===== src/rtl/rate_repartition_pkg.sv =====
//==============================================================
// Operation
// - Lead time counts superframes from first EXEC/EXEC ACK 1 to new framing.
// - Lead time is a fixed parameter agreed before activation.
// - Idle master sends MONITOR 0; entered on reset, framer ready, NAK.
// - Idle master starts on supervisor order or received REQUEST.
// - Idle master alarms when upstream MONITOR slot map differs from own.
// - Master initiation sends DEMAND, counter from 1, per superframe.
// - DEMAND ACK moves master to go-ahead-1, starting transmit framer.
// - DEMAND NAK returns master idle with slave-not-ready notice.
// - Master counters stop at 15 with overflow notice.
// - Go-ahead-1 sends EXEC from 1; EXEC ACK starts receive framer.
// - Go-ahead-2 holds EXEC count; framer ready ends with completion.
// - Idle slave sends MONITOR 0; entered from listed states and events.
// - Idle slave: DEMAND to confirm if ready, else not-ready; request with ready to slave-request.
// - Slave-request sends REQUEST from 1; DEMAND moves to confirmation.
// - Confirmation sends DEMAND ACK with triggering DEMAND sequence.
// - EXEC in confirmation starts both framers and reports EXEC sequence.
// - Not-ready sends DEMAND NAK with DEMAND sequence; MONITOR aborts.
// - Slave go-ahead sends EXEC ACK from 1; framer or message picks wait.
// - Slave EXEC ACK counter stops at 15 with overflow notice.
// - Wait states hold count; remaining event returns idle with completion.
// - Control channel uses 1 to 3 Z bits; over seven merge to B.
// - Message is type nibble, sequence nibble, then slot-map octets.
// - Type codes are fixed per message kind.
// - Three copies per superframe; majority of two decides.
// - One message per superframe; changes occur at superframe boundaries. Supervisory reset here acts in any cycle.
//==============================================================
package rate_repartition_pkg;
   localparam logic [3:0] MSG_MONITOR = 4'hf;
   localparam logic [3:0] MSG_DEMAND = 4'he;
   localparam logic [3:0] MSG_DEMAND_ACK = 4'hd;
   localparam logic [3:0] MSG_DEMAND_NAK = 4'hb;
   localparam logic [3:0] MSG_EXEC = 4'h1;
   localparam logic [3:0] MSG_EXEC_ACK = 4'h4;
   localparam logic [3:0] MSG_REQUEST = 4'hc;
   localparam logic [3:0] SEQ_IDLE = 4'h0;
   localparam logic [3:0] SEQ_FIRST = 4'h1;
   localparam logic [3:0] SEQ_MAX = 4'hf;
   localparam int TYPE_POS = 4;
   localparam int ZBIT_MIN = 1;
   localparam int ZBIT_MAX = 3;
   localparam int ZBIT_MERGE = 8;
   localparam int COPIES = 3;
   localparam int LEAD_DEFAULT = 2;
   typedef enum {M_IDLE, M_INIT, M_GO1, M_GO2} mst_t;
   typedef enum {S_IDLE, S_REQ, S_CONF, S_NRDY, S_GO, S_WMON, S_WFRM} slv_t;
endpackage


===== src/rtl/rate_repartition.sv =====
`timescale 1ns/1ps
module rate_repartition #(
   parameter int SLOTS = 8,
   parameter int ZBITS = 1,
   parameter int LEAD_TIME = rate_repartition_pkg::LEAD_DEFAULT
) (
   input wire logic sys_clk,
   input wire logic nrst,
   input wire logic is_master,
   input wire logic superframe,
   input wire logic sup_reset,
   input wire logic sup_start,
   input wire logic slave_ready,
   input wire logic slave_request,
   input wire logic framer_ready,
   input wire logic [SLOTS-1:0] local_map,
   input wire logic [SLOTS/8*8+7:0] rx_copy0,
   input wire logic [SLOTS/8*8+7:0] rx_copy1,
   input wire logic [SLOTS/8*8+7:0] rx_copy2,
   output logic [SLOTS/8*8+7:0] tx_msg,
   output logic start_tx_framer,
   output logic start_rx_framer,
   output logic done,
   output logic aborted,
   output logic not_ready,
   output logic overflow,
   output logic slot_alarm,
   output logic exec_seq_valid,
   output logic [3:0] exec_seq,
   output logic [3:0] lead_time,
   output logic [1:0] zbit_count
);
   localparam int W = SLOTS / 8 * 8 + 8;

   // Elaboration checks on channel sizing
   initial begin
      if (SLOTS < 8 || SLOTS % 8 != 0 || SLOTS > 24)
         $error("SLOTS must be 8, 16 or 24");
      if (ZBITS < rate_repartition_pkg::ZBIT_MIN || ZBITS > rate_repartition_pkg::ZBIT_MAX)
         $error("ZBITS must be 1 to 3");
      if (LEAD_TIME < 1 || LEAD_TIME > 15)
         $error("LEAD_TIME out of range");
   end

   //==========================================================
   // State
   typedef struct packed {
      rate_repartition_pkg::mst_t m;
      rate_repartition_pkg::slv_t s;
      logic [3:0] seq;
      logic [W-1:0] msg;
      logic stx;
      logic srx;
      logic dn;
      logic ab;
      logic nr;
      logic ov;
      logic al;
      logic ev;
      logic [3:0] es;
   } state_t;

   state_t q, d;
   logic [W-1:0] rx;
   logic [3:0] rtype;
   logic [3:0] rseq;
   logic [3:0] inc;

   // Majority vote of the three copies
   assign rx = (rx_copy0 & rx_copy1) | (rx_copy0 & rx_copy2) | (rx_copy1 & rx_copy2);
   assign rtype = rx[W-1 -: 4];
   assign rseq = rx[W-5 -: 4];
   assign inc = (q.seq == rate_repartition_pkg::SEQ_MAX) ? q.seq : q.seq + 4'h1;

   //==========================================================
   // Next state, stepped on each superframe and on supervisory reset
   always_comb begin
      d = q;
      d.stx = 1'b0;
      d.srx = 1'b0;
      d.dn = 1'b0;
      d.ab = 1'b0;
      d.nr = 1'b0;
      d.ev = 1'b0;
      d.ov = 1'b0;
      if (superframe) begin
         if (is_master) begin
            d.s = rate_repartition_pkg::S_IDLE;
            unique case (q.m)
               rate_repartition_pkg::M_IDLE: begin
                  d.seq = rate_repartition_pkg::SEQ_IDLE;
                  d.al = (rtype == rate_repartition_pkg::MSG_MONITOR)
                     && (rx[SLOTS-1:0] != local_map);
                  if (sup_start || rtype == rate_repartition_pkg::MSG_REQUEST) begin
                     d.m = rate_repartition_pkg::M_INIT;
                     d.seq = rate_repartition_pkg::SEQ_FIRST;
                  end
               end
               rate_repartition_pkg::M_INIT: begin
                  if (rtype == rate_repartition_pkg::MSG_DEMAND_ACK) begin
                     d.m = rate_repartition_pkg::M_GO1;
                     d.stx = 1'b1;
                     d.seq = rate_repartition_pkg::SEQ_FIRST;
                  end else if (rtype == rate_repartition_pkg::MSG_DEMAND_NAK) begin
                     d.m = rate_repartition_pkg::M_IDLE;
                     d.nr = 1'b1;
                     d.seq = rate_repartition_pkg::SEQ_IDLE;
                  end else begin
                     d.seq = inc;
                     d.ov = (inc == rate_repartition_pkg::SEQ_MAX);
                  end
               end
               rate_repartition_pkg::M_GO1: begin
                  if (rtype == rate_repartition_pkg::MSG_EXEC_ACK) begin
                     d.m = rate_repartition_pkg::M_GO2;
                     d.srx = 1'b1;
                  end else begin
                     d.seq = inc;
                     d.ov = (inc == rate_repartition_pkg::SEQ_MAX);
                  end
               end
               rate_repartition_pkg::M_GO2: begin
                  if (framer_ready) begin
                     d.m = rate_repartition_pkg::M_IDLE;
                     d.dn = 1'b1;
                     d.seq = rate_repartition_pkg::SEQ_IDLE;
                  end
               end
            endcase
         end else begin
            d.m = rate_repartition_pkg::M_IDLE;
            d.al = 1'b0;
            // Unlisted messages leave the state as is
            unique case (q.s)
               rate_repartition_pkg::S_IDLE: begin
                  d.seq = rate_repartition_pkg::SEQ_IDLE;
                  if (rtype == rate_repartition_pkg::MSG_DEMAND) begin
                     d.s = slave_ready ? rate_repartition_pkg::S_CONF : rate_repartition_pkg::S_NRDY;
                     d.seq = rseq;
                  end else if (slave_request && slave_ready) begin
                     d.s = rate_repartition_pkg::S_REQ;
                     d.seq = rate_repartition_pkg::SEQ_FIRST;
                  end
               end
               rate_repartition_pkg::S_REQ: begin
                  if (rtype == rate_repartition_pkg::MSG_DEMAND) begin
                     d.s = rate_repartition_pkg::S_CONF;
                     d.seq = rseq;
                  end else begin
                     d.seq = inc;
                  end
               end
               rate_repartition_pkg::S_CONF: begin
                  if (rtype == rate_repartition_pkg::MSG_EXEC) begin
                     d.s = rate_repartition_pkg::S_GO;
                     d.stx = 1'b1;
                     d.srx = 1'b1;
                     d.ev = 1'b1;
                     d.es = rseq;
                     d.seq = rate_repartition_pkg::SEQ_FIRST;
                  end else if (rtype == rate_repartition_pkg::MSG_MONITOR) begin
                     d.s = rate_repartition_pkg::S_IDLE;
                     d.seq = rate_repartition_pkg::SEQ_IDLE;
                  end
               end
               rate_repartition_pkg::S_NRDY: begin
                  if (rtype == rate_repartition_pkg::MSG_MONITOR) begin
                     d.s = rate_repartition_pkg::S_IDLE;
                     d.ab = 1'b1;
                     d.seq = rate_repartition_pkg::SEQ_IDLE;
                  end
               end
               rate_repartition_pkg::S_GO: begin
                  if (framer_ready) begin
                     d.s = rate_repartition_pkg::S_WMON;
                  end else if (rtype == rate_repartition_pkg::MSG_MONITOR
                        || rtype == rate_repartition_pkg::MSG_DEMAND) begin
                     d.s = rate_repartition_pkg::S_WFRM;
                  end else begin
                     d.seq = inc;
                     d.ov = (inc == rate_repartition_pkg::SEQ_MAX);
                  end
               end
               rate_repartition_pkg::S_WMON: begin
                  if (rtype == rate_repartition_pkg::MSG_MONITOR
                        || rtype == rate_repartition_pkg::MSG_DEMAND) begin
                     d.s = rate_repartition_pkg::S_IDLE;
                     d.dn = 1'b1;
                     d.seq = rate_repartition_pkg::SEQ_IDLE;
                  end
               end
               rate_repartition_pkg::S_WFRM: begin
                  if (framer_ready) begin
                     d.s = rate_repartition_pkg::S_IDLE;
                     d.dn = 1'b1;
                     d.seq = rate_repartition_pkg::SEQ_IDLE;
                  end
               end
            endcase
         end
      end
      // Supervisory reset wins over all
      if (sup_reset) begin
         d.m = rate_repartition_pkg::M_IDLE;
         d.s = rate_repartition_pkg::S_IDLE;
         d.seq = rate_repartition_pkg::SEQ_IDLE;
         d.al = 1'b0;
         // Notifications of the dropped exchange are withheld
         d.stx = 1'b0;
         d.srx = 1'b0;
         d.dn = 1'b0;
         d.ab = 1'b0;
         d.nr = 1'b0;
         d.ev = 1'b0;
         d.ov = 1'b0;
      end
      // Outgoing message built from next state
      d.msg = '0;
      d.msg[SLOTS-1:0] = local_map;
      if (is_master) begin
         unique case (d.m)
            rate_repartition_pkg::M_IDLE: d.msg[W-1 -: 4] = rate_repartition_pkg::MSG_MONITOR;
            rate_repartition_pkg::M_INIT: d.msg[W-1 -: 4] = rate_repartition_pkg::MSG_DEMAND;
            rate_repartition_pkg::M_GO1, rate_repartition_pkg::M_GO2: d.msg[W-1 -: 4] = rate_repartition_pkg::MSG_EXEC;
         endcase
      end else begin
         unique case (d.s)
            rate_repartition_pkg::S_IDLE: d.msg[W-1 -: 4] = rate_repartition_pkg::MSG_MONITOR;
            rate_repartition_pkg::S_REQ: d.msg[W-1 -: 4] = rate_repartition_pkg::MSG_REQUEST;
            rate_repartition_pkg::S_CONF: d.msg[W-1 -: 4] = rate_repartition_pkg::MSG_DEMAND_ACK;
            rate_repartition_pkg::S_NRDY: d.msg[W-1 -: 4] = rate_repartition_pkg::MSG_DEMAND_NAK;
            rate_repartition_pkg::S_GO, rate_repartition_pkg::S_WMON,
            rate_repartition_pkg::S_WFRM: d.msg[W-1 -: 4] = rate_repartition_pkg::MSG_EXEC_ACK;
         endcase
      end
      d.msg[W-5 -: 4] = d.seq;
   end

   //==========================================================
   // State register
   always_ff @(posedge sys_clk or negedge nrst) begin
      if (!nrst) begin
         q <= '{m: rate_repartition_pkg::M_IDLE, s: rate_repartition_pkg::S_IDLE,
                msg: {rate_repartition_pkg::MSG_MONITOR, {(W-4){1'b0}}}, default: '0};
      end else begin
         q <= d;
      end
   end

   // Outputs straight from flip-flops; lead_time and zbit_count from parameters
   assign tx_msg = q.msg;
   assign start_tx_framer = q.stx;
   assign start_rx_framer = q.srx;
   assign done = q.dn;
   assign aborted = q.ab;
   assign not_ready = q.nr;
   assign overflow = q.ov;
   assign slot_alarm = q.al;
   assign exec_seq_valid = q.ev;
   assign exec_seq = q.es;
   assign lead_time = 4'(LEAD_TIME);
   assign zbit_count = 2'(ZBITS);

   //==========================================================
   // Checks
   AST_SEQ_SAT: assert property (@(posedge sys_clk) disable iff (!nrst)
      $past(q.seq) == rate_repartition_pkg::SEQ_MAX && q.seq != 4'h0 |-> q.seq == rate_repartition_pkg::SEQ_MAX
      || $past(superframe)) else $error("Sequence left saturation");
   AST_IDLE_MON: assert property (@(posedge sys_clk) disable iff (!nrst)
      is_master && q.m == rate_repartition_pkg::M_IDLE && !$past(superframe) |->
      q.msg[W-1 -: 4] == rate_repartition_pkg::MSG_MONITOR) else $error("Idle master not MONITOR");
   AST_ACK_GO1: assert property (@(posedge sys_clk) disable iff (!nrst)
      is_master && q.m == rate_repartition_pkg::M_INIT && superframe && !sup_reset
      && rtype == rate_repartition_pkg::MSG_DEMAND_ACK |=> q.m == rate_repartition_pkg::M_GO1 && q.stx
      && q.seq == 4'h1) else $error("DEMAND ACK not taken");
   AST_NAK_IDLE: assert property (@(posedge sys_clk) disable iff (!nrst)
      is_master && q.m == rate_repartition_pkg::M_INIT && superframe && !sup_reset
      && rtype == rate_repartition_pkg::MSG_DEMAND_NAK |=> q.m == rate_repartition_pkg::M_IDLE && q.nr)
      else $error("DEMAND NAK not taken");
   AST_GO2_HOLD: assert property (@(posedge sys_clk) disable iff (!nrst)
      q.m == rate_repartition_pkg::M_GO2 ##1 q.m == rate_repartition_pkg::M_GO2 |-> $stable(q.seq))
      else $error("EXEC count moved");
   AST_CONF_SEQ: assert property (@(posedge sys_clk) disable iff (!nrst)
      !is_master && q.s == rate_repartition_pkg::S_IDLE && superframe && !sup_reset && slave_ready
      && rtype == rate_repartition_pkg::MSG_DEMAND |=> q.s == rate_repartition_pkg::S_CONF
      && q.msg[W-5 -: 4] == $past(rseq)) else $error("DEMAND ACK sequence wrong");
   AST_EXEC_REPORT: assert property (@(posedge sys_clk) disable iff (!nrst)
      q.ev |-> q.stx && q.srx && q.s == rate_repartition_pkg::S_GO) else $error("EXEC report wrong");
   AST_NRDY_ABORT: assert property (@(posedge sys_clk) disable iff (!nrst)
      q.ab |-> $past(q.s) == rate_repartition_pkg::S_NRDY && q.s == rate_repartition_pkg::S_IDLE)
      else $error("Abort without not-ready");
   AST_WAIT_DONE: assert property (@(posedge sys_clk) disable iff (!nrst)
      !is_master && q.dn |-> ($past(q.s) == rate_repartition_pkg::S_WMON
      || $past(q.s) == rate_repartition_pkg::S_WFRM)) else $error("Completion from wrong state");
   AST_NO_TICK: assert property (@(posedge sys_clk) disable iff (!nrst)
      !superframe && !sup_reset |=> $stable(q.m) && $stable(q.s)) else $error("Change off boundary");
   // Supervisory reset, per-superframe transitions, counters and notifications
   AST_SUP_IDLE: assert property (@(posedge sys_clk) disable iff (!nrst)
      sup_reset |=> q.m == rate_repartition_pkg::M_IDLE && q.s == rate_repartition_pkg::S_IDLE
      && q.seq == rate_repartition_pkg::SEQ_IDLE && !q.stx && !q.srx && !q.dn && !q.ev)
      else $error("Supervisory reset not idle");
   AST_MST_START: assert property (@(posedge sys_clk) disable iff (!nrst)
      is_master && q.m == rate_repartition_pkg::M_IDLE && superframe && !sup_reset && (sup_start
      || rtype == rate_repartition_pkg::MSG_REQUEST) |=> q.m == rate_repartition_pkg::M_INIT
      && q.seq == rate_repartition_pkg::SEQ_FIRST) else $error("Master start not taken");
   AST_SLOT_ALARM: assert property (@(posedge sys_clk) disable iff (!nrst)
      is_master && q.m == rate_repartition_pkg::M_IDLE && superframe && !sup_reset
      && rtype == rate_repartition_pkg::MSG_MONITOR && rx[SLOTS-1:0] != local_map |=> q.al)
      else $error("Slot map mismatch not flagged");
   AST_DEMAND_STEP: assert property (@(posedge sys_clk) disable iff (!nrst)
      is_master && q.m == rate_repartition_pkg::M_INIT && superframe && !sup_reset
      && q.seq != rate_repartition_pkg::SEQ_MAX && rtype != rate_repartition_pkg::MSG_DEMAND_ACK
      && rtype != rate_repartition_pkg::MSG_DEMAND_NAK |=> q.seq == $past(q.seq) + 4'h1)
      else $error("DEMAND count not stepped");
   AST_DEMAND_SAT: assert property (@(posedge sys_clk) disable iff (!nrst)
      is_master && q.m == rate_repartition_pkg::M_INIT && superframe && !sup_reset
      && q.seq == rate_repartition_pkg::SEQ_MAX && rtype != rate_repartition_pkg::MSG_DEMAND_ACK
      && rtype != rate_repartition_pkg::MSG_DEMAND_NAK |=> q.seq == rate_repartition_pkg::SEQ_MAX && q.ov)
      else $error("DEMAND count left saturation");
   AST_EXEC_ACK_GO2: assert property (@(posedge sys_clk) disable iff (!nrst)
      is_master && q.m == rate_repartition_pkg::M_GO1 && superframe && !sup_reset
      && rtype == rate_repartition_pkg::MSG_EXEC_ACK |=> q.m == rate_repartition_pkg::M_GO2 && q.srx
      && $stable(q.seq)) else $error("EXEC ACK not taken");
   AST_GO2_DONE: assert property (@(posedge sys_clk) disable iff (!nrst)
      is_master && q.m == rate_repartition_pkg::M_GO2 && superframe && !sup_reset && framer_ready
      |=> q.m == rate_repartition_pkg::M_IDLE && q.dn && q.seq == rate_repartition_pkg::SEQ_IDLE)
      else $error("Master completion missing");
   AST_IDLE_MSG: assert property (@(posedge sys_clk) disable iff (!nrst)
      q.m == rate_repartition_pkg::M_IDLE && q.s == rate_repartition_pkg::S_IDLE
      |-> q.msg[W-1:W-8] == {rate_repartition_pkg::MSG_MONITOR, rate_repartition_pkg::SEQ_IDLE})
      else $error("Idle not MONITOR 0");
   AST_SLV_REFUSE: assert property (@(posedge sys_clk) disable iff (!nrst)
      !is_master && q.s == rate_repartition_pkg::S_IDLE && superframe && !sup_reset && !slave_ready
      && rtype == rate_repartition_pkg::MSG_DEMAND |=> q.s == rate_repartition_pkg::S_NRDY
      && q.seq == $past(rseq)) else $error("Not-ready DEMAND not refused");
   AST_SLV_REQUEST: assert property (@(posedge sys_clk) disable iff (!nrst)
      !is_master && q.s == rate_repartition_pkg::S_IDLE && superframe && !sup_reset && slave_ready
      && slave_request && rtype != rate_repartition_pkg::MSG_DEMAND |=> q.s == rate_repartition_pkg::S_REQ
      && q.seq == rate_repartition_pkg::SEQ_FIRST) else $error("Slave request not started");
   AST_SLV_GO_WAIT: assert property (@(posedge sys_clk) disable iff (!nrst)
      !is_master && q.s == rate_repartition_pkg::S_GO && superframe && !sup_reset && framer_ready
      |=> q.s == rate_repartition_pkg::S_WMON && $stable(q.seq)) else $error("Framer ready not taken");
   AST_EXEC_ACK_SAT: assert property (@(posedge sys_clk) disable iff (!nrst)
      !is_master && q.s == rate_repartition_pkg::S_GO && superframe && !sup_reset && !framer_ready
      && q.seq == rate_repartition_pkg::SEQ_MAX && rtype != rate_repartition_pkg::MSG_MONITOR
      && rtype != rate_repartition_pkg::MSG_DEMAND |=> q.seq == rate_repartition_pkg::SEQ_MAX && q.ov)
      else $error("EXEC ACK count left saturation");
   AST_WFRM_DONE: assert property (@(posedge sys_clk) disable iff (!nrst)
      !is_master && q.s == rate_repartition_pkg::S_WFRM && superframe && !sup_reset && framer_ready
      |=> q.s == rate_repartition_pkg::S_IDLE && q.dn) else $error("Slave completion missing");
endmodule


===== config.mk =====
export PLATFORM = sky130hd
export DESIGN_NAME = rate_repartition
export DESIGN_NICKNAME = d
export VERILOG_FILES = /design/src/rtl/rate_repartition_pkg.sv /design/src/rtl/rate_repartition.sv
export SDC_FILE = /design/constraint.sdc
export NUM_CORES = 1
export LEC_CHECK = 0
export BUFFER_PORTS_ARGS = -buffer_cell sky130_fd_sc_hd__buf_2
export CAP_MARGIN = 20
export CORE_MARGIN = 5
export CORE_UTILIZATION = 45
export CTS_CLUSTER_SIZE = 28
export DETAILED_ROUTE_END_ITERATION = 10
export MAX_ROUTING_LAYER = met4
export PLACE_DENSITY = 0.68
export SYNTH_ARGS = -nofsm -noshare
export SYNTH_HDL_FRONTEND = slang
export SYNTH_SLANG_ARGS = --single-unit

===== constraint.sdc =====
create_clock -name sys_clk -period 5.45 [get_ports sys_clk]
set_input_delay 1.635 -clock sys_clk [delete_from_list [all_inputs] [get_ports sys_clk]]
set_output_delay 1.635 -clock sys_clk [all_outputs]
set_load 0.01 [all_outputs]

== Yosys cells after proc, flatten, opt, wreduce, memory -nomap -nowiden ==
Index checks and enable logic that the tools add are counted.

* Register bits after elaboration: 96
* Bits in latches: 0
* RAM bits: 0
* Bits in read-only memories: 0
* Bits of input ports: 65
* Output and inout bits: 34
* Logic and storage cells: 126
* Memories kept: 0

* Add/subtract/negate cells: 1
* Multiply operators: 0
* Div/mod/pow operators: 0
* $lt $le $gt $ge: 0
* Equal/unequal tests: 29
* Shift-type cells: 0
* Mux-type cells: 64
* Bitwise operators: 6
* Reduce and logical (&&, ||, !) cells: 13

{| class="wikitable"
|+ Operator list
! cell !! count
|-
| $eq 32x2->1 const B || 8
|-
| $mux 32 || 8
|-
| $pmux 36 s7 || 1
|-
| $mux 36 || 6
|-
| $mux 68 || 3
|-
| $eq 32x3->1 const B || 6
|-
| $eq 32x1->1 const B || 4
|-
| $logic_not 32->1 || 4
|-
| $pmux 32 s4 || 1
|-
| $and 16x16->16 || 3
|-
| $mux 4 || 9
|-
| $or 16x16->16 || 2
|-
| $eq 4x4->1 const B || 7
|-
| $mux 1 || 21
|-
| $pmux 4 s5 || 1
|-
| $pmux 4 s4 || 1
|-
| $mux 5 || 3
|-
| $mux 12 || 1
|-
| $pmux 4 s3 || 1
|-
| $mux 2 || 4
|-
| $mux 8 || 1
|-
| $ne 8x8->1 || 1
|-
| $add 4x1->4 const B || 1
|-
| $eq 4x1->1 const B || 1
|-
| other kinds (12) || 15
|}

== Longest topological paths before layout ==
* Word-level depth: 15
* Gate-level depth with buffers: 11

== Least setup slack after synthesis ==
Ideal clock, no wire load.

* Path kind: input-to-reg
* Start point: in rx_copy2[13]
* End point: reg q (netlist bit tx_msg[8])
* Library setup time: 63 ps
* Arrival time: 3568 ps
* Required time: 5387 ps
* Setup slack: 1819 ps
* Stages on the path: 8
* Cell sequence: maj3_2 -> and3_4 -> buf_6 -> or4_4 -> a211o_1 -> or3_1 -> a21oi_1 -> a211o_2

* Word-level cells in the longest chain between the ends: 11

{| class="wikitable"
|+ RTL lines
! item !! line !! text
|-
| start, declared || rate_repartition.sv:19 || <nowiki>input wire logic [SLOTS/8*8+7:0] rx_copy2,</nowiki>
|-
| $and 16x16->16 || rate_repartition.sv:70 || <nowiki>assign rx = (rx_copy0 & rx_copy1) | (rx_copy0 & rx_copy2) | (rx_copy1 & rx_copy2);</nowiki>
|-
| $or 16x16->16 || rate_repartition.sv:70 ||
|-
| $or 16x16->16 * || rate_repartition.sv:70 ||
|-
| $eq 4x4->1 (on tied branches) || -- ||
|-
| $logic_or 1x1->1 || rate_repartition.sv:177, rate_repartition.sv:186 ||
|-
| $mux 4 || rate_repartition.sv:176 || <nowiki>end else if (rtype == rate_repartition_pkg::MSG_MONITOR</nowiki>
|-
| $mux 4 || rate_repartition.sv:174 || <nowiki>if (framer_ready) begin</nowiki>
|-
| $pmux 36 s7 || rate_repartition.sv:134 || <nowiki>unique case (q.s)</nowiki>
|-
| $mux 68 * || rate_repartition.sv:87 || <nowiki>if (is_master) begin</nowiki>
|-
| $mux 68 * || rate_repartition.sv:86 || <nowiki>if (superframe) begin</nowiki>
|-
| $mux 68 * || rate_repartition.sv:203 || <nowiki>if (sup_reset) begin</nowiki>
|-
| end signal, assigned || rate_repartition.sv:243 || <nowiki>q <= '{m: rate_repartition_pkg::M_IDLE, s: rate_repartition_pkg::S_IDLE,</nowiki>
|-
| end, declared || rate_repartition.sv:63 || <nowiki>state_t q, d;</nowiki>
|}

Every way passes the cells marked *; elsewhere a longest branch is shown, timed or not.
A chain may end at the register's enable or synchronous reset.

==> flow_metrics.py <==
metrics = {
    "outcome": {
        "status": "finished clean",
    },
    "logic_synthesis": {
        "synth.most_common_cell": "dfrtp_1",
        "synth_seq_cells": 92,
        "synthCells": 472,
        "yosysTopAreaCell": "dfrtp_1",
        "synthTopCellsByArea": "dfrtp_1 (46%), and2_1 (8.2%), buf_4 (4.2%)",
        "synth-main-ff-cell": "dfrtp_1",
        "synth.distinct_cells": 75,
        "synth_commonest_cells": "dfrtp_1 (88), and2_1 (63), buf_4 (27)",
        "async_reset_ff_share_pct": 100,
        "synth.avg_cell_area_um2": 10.2,
        "synth_edf_count": 0,
        "synth_area_um2": 4830,
        "ys_warn_count": 0,
        "yosys.area.top_type_share_pct": 45.6,
        "ys_seq_area_share_pct": 47.8,
    },
    "final_layout": {
        "area_growth_pct": 12.0,
        "drive_gt1_share_pct": 25.3,
        "n_antenna_cell": 0,
        "final_nets": 602,
        "utilization_pct": 52.1,
        "final_cells": 677,
    },
    "grt": {
        "grt_antenna_before_repair": 0,
        "grt-ovfl-total": 0,
        "grt_pass1_wl_um": 18900,
        "grt_max_degree": 61,
        "grt_pass1_vias": 3728,
        "grt_use_total_pct": 18.7,
    },
    "power": {
        "p_sw_uw": 333,
        "power_frac_seq_pct": 49.9,
        "power.share.clock_pct": 39.1,
        "vdd_ir_drop_max_mv": 0.143,
        "pwr-share-comb_pct": 11.0,
        "p_leak_uw": 0.00260,
        "p_int_uw": 1070,
        "p_sw_share_pct": 23.7,
        "totalPowerFinal_uw": 1400,
        "powerDensity_nw_per_um2": 260,
    },
    "cts": {
        "cts_setup_buffers": 0,
        "htree_levels": 3,
        "clock_latency_ps": 350,
        "ctsHoldBuffers": 0,
        "cts.sinks": 92,
        "root_buffer": "clkbuf_8",
        "cts_tree": "built",
        "cts_resized": 0,
        "clock_path_buffers": 2,
        "clkTransAtPathRegs_ps": 80,
        "cts_buffers": 9,
    },
    "floorplanning": {
        "core-area_um2": 10400,
        "rows": 37,
        "die_area_um2": 12900,
        "die_h_um": 114,
        "pin_count": 99,
        "start_util_pct": 46.5,
        "dieWidth_um": 114,
    },
    "sta": {
        "setup-violations-final": 0,
        "holdWs_ps": 490,
        "tightest_slew_ps": 829,
        "slew_headroom_pct": 44.7,
        "finalCritPeriodShare_pct": 68.8,
        "max_clock_freq_mhz": 267,
        "finalHoldViolations": 0,
        "fin_crit_ps": 3750,
        "grt_setup_unrepaired": "no",
        "drv_slew": 0,
        "finalSetupTns_ps": 0,
        "finClkSkew_ps": 9.29,
    },
    "critical_path": {
        "critPathTopFamily": "compound AO/OA/AOI/OAI gates",
        "cp_slowest_cell": "maj3_1",
        "arrival_ps": 4020,
        "crit_path_end_kind": "register",
        "critical_path.max_fanout": 12,
        "path_buf_inv": 1,
        "critical-path-max-stage-delay_ps": 540,
        "worstPathRequired_ps": 5720,
        "path_cells": "buf_2 -> maj3_1 -> or3b_1 -> o311a_1 -> o2111a_1 -> nor3_4 -> o21ai_1 -> a21oi_1 -> o21ai_0",
        "critPathKind": "input pin to register",
        "crit_path_start_kind": "input pin",
    },
    "placement": {
        "portBuffers": 92,
        "dp_hpwl_um": 8360,
        "gp_congestion": 0.909,
        "placed_cells_incl_taps": 661,
    },
    "run": {
        "maxCapViolCount": 0,
    },
    "routing": {
        "drtIter0Drc": 329,
        "firstDrtPassIters": 5,
        "via_count": 3760,
        "drtAntennaViolNets": 0,
        "routed_wl_um": 11500,
        "routed_via_density": 5.55,
        "route.detailed.drc": 0,
        "wl_per_cell_um": 16.9,
    },
    "min_path": {
        "hp-class": "register to register",
    },
}
==> kinds of logic after synthesis <==
group,share of synthesized area [%]
AND/OR/NAND/NOR,23.7
AO/OA/AOI/OAI,13.6
flip-flops,47.8
buffers and inverters,7.78
adder cells (fa/ha/maj),3.63
XOR/XNOR,1.82
multiplexers,1.58
other,0.156
==> cell type report <==
class / count / area (um^2)
multi-input combinational: 330 / 2160
fill: 988 / 4970
clock buffer: 11 / 141
inverter: 7 / 26.3
tap: 136 / 170
sequential: 92 / 2310
timing repair buffer: 96 / 493
clock inverter: 5 / 106
==> flip-flops by register name (all words and copies together), names as in the netlist <==
register	flops
aborted	1
done	1
exec_seq	4
exec_seq_valid	1
not_ready	1
overflow	1
q	64
slot_alarm	1
start_rx_framer	1
start_tx_framer	1
tx_msg	16
==> worst paths after layout <==
| check | start | to | slack, ps | cells after the start |
|---|---|---|---|---|
| max in group asynchronous | nrst | tx_msg[13] | 3190 | 2 |
| min in group asynchronous | nrst | q[73] | 1330 | 1 |
| setup / recovery | rx_copy2[14] | tx_msg[12] | 1700 | 9 |
| setup reg to reg | q[33] | exec_seq[1] | 2600 | 5 |
| hold reg to reg | q[40] | q[40] | 490 | 1 |
| hold / removal | q[40] | q[40] | 490 | 1 |
==> placed cells by master (no fill, tap or decap), types with 4 or more instances in the layout <==
master and count:
a21oi_1 17, nand3_1 18, nor2_1 23, clkbuf_8 10, nand2b_1 6, a31oi_1 10, a211oi_1 5, mux2_2 5
nor4_1 16, nand4_1 8, buf_2 91, dfstp_2 4, conb_1 6, inv_1 7, buf_4 5, nand2_1 23
and2_1 63, dfrtp_1 88, o21ai_0 13, nor2b_1 8, xnor2_1 8, maj3_1 14, nor3_1 9
==> routing by layer <==
| metal | GRT usage (%) | vias to the layer above | routed length (um) |
|---|---|---|---|
| met4 | 5.93 | 0 | 172 |
| met2 | 25.2 | 151 | 4870 |
| li1 | - | 1799 | - |
| met3 | 4.56 | 13 | 946 |
| met1 | 27.6 | 1797 | 5480 |
| met5 | - | - | 0 |
==> power by group through the flow <==
stage	sequential (uW)	combinational, uW	clock [uW]
final	699	154	548
after global routing	701	173	598
after CTS	699	155	570
after detailed placement	713	154	0
after global placement	713	151	0
after floorplan	706	105	0
==> per-stage QoR <==
step / area, um^2 / worst slack, ps
finish: 5400 / 1700
global route: 5400 / 1530
CTS: 5400 / 1740
detailed placement: 5150 / 1360
global placement: 5150 / 1430
floorplan: 4840 / 1820
(Power assumes the default switching activity.)
